$ cat config.mk
export PLATFORM = sky130hd
export DESIGN_NAME = dph_port
export DESIGN_NICKNAME = d
export VERILOG_FILES = /design/src/include/dph_pkg.sv /design/src/rtl/dph_sync.sv /design/src/rtl/dph_port.sv
export SDC_FILE = /design/constraint.sdc
export NUM_CORES = 1
export LEC_CHECK = 0
export BUFFER_PORTS_ARGS = -buffer_cell sky130_fd_sc_hd__buf_2
export CORE_MARGIN = 2
export CORE_UTILIZATION = 51
export CTS_CLUSTER_SIZE = 16
export DETAILED_ROUTE_END_ITERATION = 16
export PLACE_DENSITY = 0.76
export SLEW_MARGIN = 20
export SYNTH_ARGS = -nofsm -noshare
export SYNTH_HDL_FRONTEND = slang
export SYNTH_SLANG_ARGS = --single-unit
export TNS_END_PERCENT = 5
$ cat constraint.sdc
create_clock -name i_clk -period 4.6 [get_ports i_clk]
set_input_delay 0.23 -clock i_clk [delete_from_list [all_inputs] [get_ports i_clk]]
set_output_delay 0.23 -clock i_clk [all_outputs]
set_load 0.01 [all_outputs]
$ cat src/include/dph_pkg.sv
// package: constants and state codes for the parallel handshake host port
package dph_pkg;

	localparam int         CLK_PERIOD_NS = 10;
	// bus setup before the strobe falls, bus hold after it rises
	localparam int         T_SETUP_NS    = 20;
	localparam int         T_HOLD_NS     = 20;
	localparam int         CNT_W         = 4;
	localparam logic [CNT_W-1:0] SETUP_CYC =
		CNT_W'((T_SETUP_NS + CLK_PERIOD_NS - 1) / CLK_PERIOD_NS);
	localparam logic [CNT_W-1:0] HOLD_CYC  =
		CNT_W'((T_HOLD_NS + CLK_PERIOD_NS - 1) / CLK_PERIOD_NS);
	localparam logic [CNT_W-1:0] CNT_ONE   = 4'h1;

	localparam int         BUS_W         = 8;
	localparam logic [7:0] XON_CHAR      = 8'h11;
	localparam logic [7:0] XOFF_CHAR     = 8'h13;
	localparam logic [7:0] BUS_RST       = 8'h00;
	// handshake pins idle high
	localparam logic [2:0] PIN_IDLE      = 3'h7;

	typedef enum logic [1:0]
	{
		C_IDLE  = 2'b00,
		C_READY = 2'b01,
		C_DONE  = 2'b11
	} dph_cmd_st_t;

	typedef enum logic [2:0]
	{
		D_IDLE   = 3'b000,
		D_WAIT   = 3'b001,
		D_SETUP  = 3'b011,
		D_STROBE = 3'b010,
		D_HOLD   = 3'b110
	} dph_dat_st_t;

endpackage : dph_pkg

$ cat src/rtl/dph_sync.sv
// two-flop synchroniser for pins, with a chosen reset level
`timescale 1ns/1ns
module dph_sync
#(
	parameter int             W       = 1,
	parameter logic [W-1:0]   RST_VAL = '0
)
(
	input  wire logic         i_clk,
	input  wire logic         i_rstn,
	input  wire logic [W-1:0] i_d,
	output logic      [W-1:0] o_q
);

	logic [W-1:0] meta_ff;

	// the first stage feeds only the second
	always_ff @(posedge i_clk or negedge i_rstn)
	begin
		if (!i_rstn)
		begin
			meta_ff <= RST_VAL;
			o_q     <= RST_VAL;
		end
		else
		begin
			meta_ff <= i_d;
			o_q     <= meta_ff;
		end
	end

endmodule : dph_sync

$ cat src/rtl/dph_port.sv
// parallel handshake port: command bytes in, message bytes out
`timescale 1ns/1ns
module dph_port
	import dph_pkg::*;
(
	input  wire logic             i_clk,
	input  wire logic             i_rstn,
	input  wire logic             i_io_port_select,
	input  wire logic             i_cmd_pending_n,
	input  wire logic             i_host_rx_ready_n,
	input  wire logic [BUS_W-1:0] i_port_bus_in,
	input  wire logic             i_cmd_ready,
	input  wire logic             i_tx_valid,
	input  wire logic [BUS_W-1:0] i_tx_data,
	input  wire logic             i_tx_last,
	output logic      [BUS_W-1:0] o_port_bus_out,
	output logic                  o_port_bus_oe,
	output logic                  o_cmd_accept_n,
	output logic                  o_out_strobe_n,
	output logic                  o_msg_request_n,
	output logic                  o_xcvr_drive_en,
	output logic                  o_xcvr_dir,
	output logic                  o_serial_sel,
	output logic      [BUS_W-1:0] o_cmd_byte,
	output logic                  o_cmd_valid,
	output logic                  o_tx_ready,
	output logic                  o_xoff_paused
);

	////////////////////////////////////////////////////////////////////////
	typedef struct packed
	{
		dph_cmd_st_t      cst;
		dph_dat_st_t      dst;
		logic [BUS_W-1:0] cmd;
		logic             cmd_vld;
		logic [BUS_W-1:0] dout;
		logic             last;
		logic             oe;
		logic             accept_n;
		logic             strobe_n;
		logic             req_n;
		logic             xoff;
		logic             tx_rdy;
		logic             par;
		logic             ser;
		logic [CNT_W-1:0] cnt;
	} dph_state_t;

	dph_state_t       st_ff;
	dph_state_t       nxt_st;
	logic [2:0]       pins_s;
	logic [BUS_W-1:0] bus_s;
	logic             par_s;
	logic             pend_s;
	logic             hrdy_s;

	////////////////////////////////////////////////////////////////////////
	// pins come from the host's domain
	dph_sync #(.W(3), .RST_VAL(PIN_IDLE)) u_sync_ctl
	(
		.i_clk  (i_clk),
		.i_rstn (i_rstn),
		.i_d    ({i_io_port_select, i_cmd_pending_n, i_host_rx_ready_n}),
		.o_q    (pins_s)
	);

	// the bus settles before cmd_pending_n rises, so same-depth sync is safe
	dph_sync #(.W(BUS_W), .RST_VAL(BUS_RST)) u_sync_bus
	(
		.i_clk  (i_clk),
		.i_rstn (i_rstn),
		.i_d    (i_port_bus_in),
		.o_q    (bus_s)
	);

	assign par_s  = pins_s[2];
	assign pend_s = pins_s[1];
	assign hrdy_s = pins_s[0];

	////////////////////////////////////////////////////////////////////////
	always_comb
	begin
		nxt_st         = st_ff;
		nxt_st.cmd_vld = 1'b0;
		nxt_st.tx_rdy  = 1'b0;
		nxt_st.par     = par_s;
		// kept as its own flop so the output needs no gate after the register
		nxt_st.ser     = ~par_s;

		unique case (st_ff.cst)
			C_IDLE:
			begin
				if (st_ff.par && !pend_s && i_cmd_ready)
				begin
					nxt_st.accept_n = 1'b0;
					nxt_st.cst      = C_READY;
				end
			end
			C_READY:
			begin
				if (pend_s)
				begin
					nxt_st.cmd      = bus_s;
					nxt_st.accept_n = 1'b1;
					nxt_st.cst      = C_DONE;
					// pacing characters are consumed here, not passed on
					if (bus_s == XOFF_CHAR)
						nxt_st.xoff = 1'b1;
					else if (bus_s == XON_CHAR)
						nxt_st.xoff = 1'b0;
					else
						nxt_st.cmd_vld = 1'b1;
				end
			end
			C_DONE:
				nxt_st.cst = C_IDLE;
			default:
				nxt_st.cst = C_IDLE;
		endcase

		unique case (st_ff.dst)
			D_IDLE:
			begin
				if (st_ff.par && i_tx_valid && !st_ff.xoff)
				begin
					nxt_st.req_n = 1'b0;
					nxt_st.dst   = D_WAIT;
				end
			end
			D_WAIT:
			begin
				// xoff only stops output between bytes, never mid-cycle
				if (!hrdy_s && !st_ff.xoff && i_tx_valid)
				begin
					nxt_st.dout   = i_tx_data;
					nxt_st.last   = i_tx_last;
					nxt_st.oe     = 1'b1;
					nxt_st.tx_rdy = 1'b1;
					nxt_st.cnt    = SETUP_CYC;
					nxt_st.dst    = D_SETUP;
				end
			end
			D_SETUP:
			begin
				if (st_ff.cnt > CNT_ONE)
					nxt_st.cnt = st_ff.cnt - CNT_ONE;
				else
				begin
					nxt_st.strobe_n = 1'b0;
					nxt_st.dst      = D_STROBE;
				end
			end
			D_STROBE:
			begin
				if (hrdy_s)
				begin
					nxt_st.strobe_n = 1'b1;
					nxt_st.cnt      = HOLD_CYC;
					nxt_st.dst      = D_HOLD;
				end
			end
			D_HOLD:
			begin
				if (st_ff.cnt > CNT_ONE)
					nxt_st.cnt = st_ff.cnt - CNT_ONE;
				else
				begin
					nxt_st.oe = 1'b0;
					if (st_ff.last)
					begin
						nxt_st.req_n = 1'b1;
						nxt_st.dst   = D_IDLE;
					end
					else
						nxt_st.dst = D_WAIT;
				end
			end
			default:
				nxt_st.dst = D_IDLE;
		endcase
	end

	always_ff @(posedge i_clk or negedge i_rstn)
	begin
		if (!i_rstn)
		begin
			st_ff          <= '0;
			st_ff.cst      <= C_IDLE;
			st_ff.dst      <= D_IDLE;
			st_ff.accept_n <= 1'b1;
			st_ff.strobe_n <= 1'b1;
			st_ff.req_n    <= 1'b1;
			st_ff.par      <= 1'b1;
		end
		else
			st_ff <= nxt_st;
	end

	////////////////////////////////////////////////////////////////////////
	assign o_port_bus_out  = st_ff.dout;
	assign o_port_bus_oe   = st_ff.oe;
	assign o_cmd_accept_n  = st_ff.accept_n;
	assign o_out_strobe_n  = st_ff.strobe_n;
	assign o_msg_request_n = st_ff.req_n;
	assign o_xcvr_drive_en = st_ff.par;
	assign o_xcvr_dir      = st_ff.oe;
	assign o_serial_sel    = st_ff.ser;
	assign o_cmd_byte      = st_ff.cmd;
	assign o_cmd_valid     = st_ff.cmd_vld;
	assign o_tx_ready      = st_ff.tx_rdy;
	assign o_xoff_paused   = st_ff.xoff;

	////////////////////////////////////////////////////////////////////////
	chk_accept_on_pend: assert property (
		@(posedge i_clk) disable iff (!i_rstn)
		$fell(o_cmd_accept_n) |-> !$past(pend_s) && $past(i_cmd_ready))
		else $error("accept fell without a pending command");

	chk_cmd_capture: assert property (
		@(posedge i_clk) disable iff (!i_rstn)
		$rose(o_cmd_accept_n) |-> $past(pend_s)
			&& o_cmd_byte == $past(bus_s))
		else $error("command byte not captured on accept rise");

	chk_req_held: assert property (
		@(posedge i_clk) disable iff (!i_rstn)
		(o_port_bus_oe || !o_out_strobe_n) |-> !o_msg_request_n)
		else $error("request released during a byte");

	chk_strobe_setup: assert property (
		@(posedge i_clk) disable iff (!i_rstn)
		$fell(o_out_strobe_n) |-> $past(o_port_bus_oe, 2)
			&& $stable(o_port_bus_out))
		else $error("strobe fell before the byte was set up");

	chk_strobe_end: assert property (
		@(posedge i_clk) disable iff (!i_rstn)
		$rose(o_out_strobe_n) |-> $past(hrdy_s) ##1 o_port_bus_oe)
		else $error("strobe rose early or bus released too soon");

	chk_xoff_pause: assert property (
		@(posedge i_clk) disable iff (!i_rstn)
		$rose(o_port_bus_oe) |-> !$past(st_ff.xoff) && o_tx_ready)
		else $error("byte started while paused");

	chk_dir_follow: assert property (
		@(posedge i_clk) disable iff (!i_rstn)
		o_xcvr_dir |-> o_xcvr_drive_en && o_port_bus_oe)
		else $error("transceiver toward host without a driven byte");

	chk_mode_gate: assert property (
		@(posedge i_clk) disable iff (!i_rstn)
		$fell(o_msg_request_n) |-> $past(st_ff.par) && !$past(o_serial_sel))
		else $error("message started outside parallel mode");

endmodule : dph_port

# After elaboration in Yosys (flattened, before gate mapping)
# Cells that the tools add are included.
dict set report word_totals {
  ramBits 0
  memories 0
  romBits 0
  elab_cells 100
  latchBits 0
  input_bits 24
  register_bits 57
}
dict set report classes {
  n_reduce_logical 28
  n_mul 0
  n_div 0
  n_mux 34
  bitwise_logic 1
  order_cmp 1
  shift 0
  n_eq_ne 16
  add_sub_neg 1
}
# operator count
set op_table {}
lappend op_table {{$mux 1} 17}
lappend op_table {{$eq 8x5->1 const B} 2}
lappend op_table {{$mux 3} 5}
lappend op_table {{$pmux 3 s5} 1}
lappend op_table {{$mux 4} 3}
lappend op_table {{$ne 2x2->1 const B} 6}
lappend op_table {{$pmux 4 s3} 1}
lappend op_table {{$reduce_and 3->1} 4}
lappend op_table {{$reduce_bool 2->1} 5}
lappend op_table {{$pmux 1 s2} 4}
lappend op_table {{$reduce_and 4->1} 2}
lappend op_table {{$eq 3x2->1 const B} 2}
lappend op_table {{$logic_and 1x1->1} 6}
lappend op_table {{$ne 2x1->1 const B} 3}
lappend op_table {{$reduce_and 2->1} 3}
lappend op_table {{$reduce_and 5->1} 1}
lappend op_table {{$gt 4x1->1 const B} 1}
lappend op_table {{$mux 2} 2}
lappend op_table {{$pmux 2 s2} 1}
lappend op_table {{$sub 4x1->4 const B} 1}
lappend op_table {{$eq 3x1->1 const B} 1}
lappend op_table {{$eq 3x3->1 const B} 1}
lappend op_table {{$logic_not 1->1} 3}
lappend op_table {{$logic_not 3->1} 1}
lappend op_table {{other kinds (5)} 5}

# Longest topological paths before layout
dict set report logic_depth {
  word_depth 5
  ltp_mapped 6
  ltp_nobuf 5
}

# Hierarchy
# A second synthesis with hierarchy kept.
dict set report unflattened {
  hier_cells 160
  hier_area_um2 2280.9
}
# mod area_per_inst_um2 cells_each n_inst
set modules_own_cells {}
lappend modules_own_cells {dph_port 1722.9 138 1}
lappend modules_own_cells {{dph_sync (u_sync_bus)} 400.4 16 1}
lappend modules_own_cells {{dph_sync (u_sync_ctl)} 157.7 6 1}

# Least setup slack after synthesis
# No wires, ideal clock.
dict set report synth_path {
  path_type {register to register}
  startpoint {reg st_ff[32] in the netlist's numbering}
  endpoint {reg st_ff[1] in the netlist's numbering}
  path_buffers 2
  slack_ns 2.954
  arrival_ns 1.521
  setup_ns 0.125
  stages_incl_launch_ff 7
  t_required_ns 4.475
  path_cell_list {dfrtp_1 buf_6 xor2_1 and2_4 buf_6 a211o_1 mux2_4}
}
dict set report synth_between {
  elab_chain_cells 4
  elab_cells_between_ends 11
}
# element line_no
set synth_lines {}
lappend synth_lines {{start: declaration} dph_port.sv:50} ;# dph_state_t st_ff;
lappend synth_lines {{start signal: assignment} dph_port.sv:197} ;# st_ff <= nxt_st;
lappend synth_lines {{$eq 3x3->1 or $eq 3x2->1 (tied branches)} dph_port.sv:122} ;# unique case (st_ff.dst)
lappend synth_lines {{$reduce_or 2->1 (no source line)} -}
lappend synth_lines {{$ne 2x1->1 (no source line) or $reduce_bool 3->1 (tied branches)} -}
lappend synth_lines {{$reduce_and 4->1 (no source line)} -}
# Several ways; a longest one is shown, not always the timed one.
# A chain may end at the register's enable or synchronous reset.

# Worst setup path in the final report
dict set report layout_path {
  startpoint {reg st_ff[0] in the netlist's numbering}
  endpoint {reg st_ff[1] in the netlist's numbering}
}
dict set report layout_between {
  elab_chain_cells 3
  elab_cells_between_ends 6
}
# element
set layout_lines {}
lappend layout_lines {{$sub 4x1->4 or $gt 4x1->1 (tied branches)}}
lappend layout_lines {{$mux 4 or $ne 2x1->1 (tied branches)}}
lappend layout_lines {{$pmux 4 s3 or $reduce_and 4->1 (tied branches)}}
# Several ways; a longest one is shown, not always the timed one. The select of a mux whose other input is x is not followed.

==> flow_summary.json <==
{
  "tightest_slew_ns": 0.663,
  "switchingPower_uw": 482,
  "grt_pass1_wl_um": 6240,
  "synth_area_leader_cell": "dfrtp_1",
  "switching_share": 0.311,
  "slew_viol_final": 0,
  "synthesis.area_mm2": 0.00218,
  "startpoint_type": "register",
  "reg2regPathDepth": 5,
  "clockBufferDepth": 2,
  "hold_path_class": "input port to register",
  "tritoncts": "done",
  "p_leak_nw": 1.27,
  "finalClockSkew_ns": 0.00564,
  "start_util": 0.538,
  "drtPass1Iterations": 4,
  "cts.sinks": 57,
  "dieArea_mm2": 0.00482,
  "yosysWarnings": 0,
  "max_slew_margin": 0.558,
  "reg2reg_slack_ns": 2.74,
  "grt_antenna_before_repair": 0,
  "final_area_mm2": 0.00259,
  "io-pin-count": 50,
  "synth_edf_count": 0,
  "core-area_mm2": 0.00406,
  "finalSetupTns_ns": 0,
  "grt-ovfl-total": 0,
  "cp.arrival_ns": 2.07,
  "place_congestion": 0.744,
  "cp-endpoint": "st_ff[1]$_DFFE_PN0P_",
  "timing_hold_violations_final": 0,
  "grt_pass1_vias": 1468,
  "critical_path.max_stage_delay_ns": 0.43,
  "ys_top_cells_by_area": "dfrtp_1 (54%), dfstp_2 (12%), mux2_2 (9.3%), buf_4 (5.8%), nor2b_1 (1.4%)",
  "powerDensity_mw_per_mm2": 599,
  "dieWidth_um": 69.5,
  "portBuffers": 49,
  "synthCells": 157,
  "fmax_mhz": 538,
  "avgViaCountPerCell": 5.13,
  "post_dp_cell_area_mm2": 0.00234,
  "vdd_drop_max_uv": 367,
  "grt_setup_unrepaired": "false",
  "p_total_mw": 1.55,
  "htreeDepth": 3,
  "worstReg2RegEnd": "st_ff[1]$_DFFE_PN0P_",
  "synthArstFlopShare": 1.00,
  "grtUsageTotal": 0.165,
  "fin_nets": 231,
  "r2r-start": "st_ff[0]$_DFFE_PN0P_",
  "syn-mean-instance-area_um2": 13.9,
  "power.share.clock": 0.248,
  "internal-power_mw": 1.07,
  "dp_hpwl_um": 2580,
  "die_h_um": 69.5,
  "drc_errors": 0,
  "synthFlopType": "dfrtp_1",
  "status": "complete, no violations",
  "cp-end-kind": "register",
  "wl_per_cell_um": 13.5,
  "postRouteAntennaNets": 0,
  "cts_setup_buffers": 0,
  "finalCritPeriodShare": 0.404,
  "mostFrequentLayoutCells": "buf_2 (49), dfrtp_1 (47), mux2_2 (18), clkbuf_8 (10), dfstp_2 (10)",
  "layout_commonest_cell": "buf_2",
  "cts-root-buf": "clkbuf_8",
  "setup_viol": 0,
  "cp.required_ns": 4.81,
  "wl_um": 3520,
  "rows": 23,
  "area_growth_pct": 18.5,
  "seqPwrFrac": 0.470,
  "path_cells": "inv_1, ha_1, o21ai_0, a211o_1, mux2_4",
  "criticalPathCategory": "register to register",
  "fin_crit_ns": 1.86,
  "insertion_delay_ns": 0.32,
  "drive_gt1_frac": 0.448,
  "grt_max_degree": 58,
  "synth-seq-area-share": 0.659,
  "numCtsBuffers": 9,
  "synth.top_cell.area_share": 0.538,
  "path_max_fanout": 5,
  "critical_path.slowest_cell": "o21ai_0",
  "pwr-share-comb": 0.282,
  "antenna_cells": 0,
  "drt_iter0_markers": 28,
  "synth.distinct_cells": 38,
  "clk_transition_reported_paths_ns": 0.06,
  "synth_seq_cells": 57,
  "vias": 1333,
  "cap_viol_max_count": 0,
  "startpoint": "st_ff[0]$_DFFE_PN0P_",
  "synth_nets": 183
}
==> repair_timing <==
action                    4_1_cts  5_1_grt
hold endpoints to repair        6        2
resized for setup               0        0
hold buffers                    6        2
==> kinds of logic (layout without fill, tap and decap cells) <==
kind of cell               Yosys count  after routing  share of synthesized area
xor gates and xnor gates             1              1                    0.00401
and+or+nand+nor                     30             30                     0.0779
adders and majority gates            2              2                     0.0115
AOI/OAI and AO/OA                   21             21                     0.0641
buffers and inverters               27             80                     0.0842
DFF                                 57             57                      0.659
muxes                               19             19                     0.0997
==> critical path, delay by kind of cell, from the launching register on <==
kind                       cells  cell delay [ns]
AOI/OAI and AO/OA              2             0.71
DFF                            1             0.38
muxes                          1             0.31
adders and majority gates      1             0.25
buffers and inverters          1             0.09
==> state kept, by name (all words and copies together), names as in the netlist <==
name,count
u_sync_ctl.meta_ff,3
u_sync_bus.o_q,8
u_sync_bus.meta_ff,8
o_cmd_valid,1
o_tx_ready,1
o_cmd_byte,8
o_out_strobe_n,1
o_cmd_accept_n,1
o_xoff_paused,1
o_xcvr_drive_en,1
o_serial_sel,1
u_sync_ctl.o_q,3
st_ff,10
o_port_bus_out,8
o_port_bus_oe,1
o_msg_request_n,1
==> worst min-delay path by stage <==
stage | endpoint | from | cells after the start | slack (ns)
6_report | u_sync_bus.meta_ff[1]$_DFF_PN0_ | i_port_bus_in[1] | 1 | 0.01
5_1_grt | u_sync_bus.meta_ff[4]$_DFF_PN0_ | i_port_bus_in[4] | 1 | 0.004
4_1_cts | u_sync_ctl.meta_ff[2]$_DFF_PN1_ | i_io_port_select | 1 | 0.001
3_5_place_dp | u_sync_bus.o_q[1]$_DFF_PN0_ | u_sync_bus.meta_ff[1]$_DFF_PN0_ | 0 | 0.34
3_3_place_gp | u_sync_bus.o_q[0]$_DFF_PN0_ | u_sync_bus.meta_ff[0]$_DFF_PN0_ | 0 | 0.33
2_1_floorplan | o_cmd_byte[0]$_DFFE_PN0P_ | i_rstn | 0 | -0.07
==> routing by layer <==
layer	share of wire	wire length, µm	GRT usage	up-vias
li1	-	-	-	621
met1	0.39	1380	0.182	661
met2	0.53	1850	0.284	45
met3	0.065	229	0.0640	6
met4	0.014	48	0.0654	0
met5	0	0	0	-
==> synthesized netlist by cell type, types with 2 or more instances <==
cell	number
a21oi_1	2
a31oi_1	4
buf_2	3
buf_4	17
buf_6	2
dfrtp_1	47
dfstp_2	10
ha_1	2
inv_1	5
mux2_2	18
nand2_1	4
nand2b_1	3
nand3_1	2
nor2_1	6
nor2b_1	5
nor3_1	2
o21ai_0	3
o22ai_1	2
==> stage by stage <==
stage | worst slack, ns | hold WS, ns | util | cells
3_3_place_gp | 2.89 | 0.332 | 0.577 | 236
6_report | 2.74 | 0.0103 | 0.638 | 260
4_1_cts | 2.78 | 0.00120 | 0.633 | 258
3_5_place_dp | 2.79 | 0.336 | 0.577 | 236
5_1_grt | 2.64 | 0.00369 | 0.638 | 260
2_1_floorplan | 2.95 | -0.0656 | - | 157
==> layout make-up <==
type                       count  area [µm²]
fill                         305        1470
sequential                    57        1440
multi-input combinational     73         562
timing repair buffer          59         340
clock buffer                  13         149
tap                           50        62.6
inverter                       5        18.8
clock inverter                 3        17.5
==> power groups by stage <==
| stage | combinational [mW] | clock [mW] | sequential (mW) |
|---|---|---|---|
| floorplan | 0.415 | 0 | 0.710 |
| global placement | 0.409 | 0 | 0.725 |
| detailed placement | 0.438 | 0 | 0.737 |
| CTS | 0.443 | 0.395 | 0.729 |
| global route | 0.480 | 0.421 | 0.749 |
| finish | 0.438 | 0.385 | 0.728 |
Note: power is estimated with default switching activity, not from simulation.
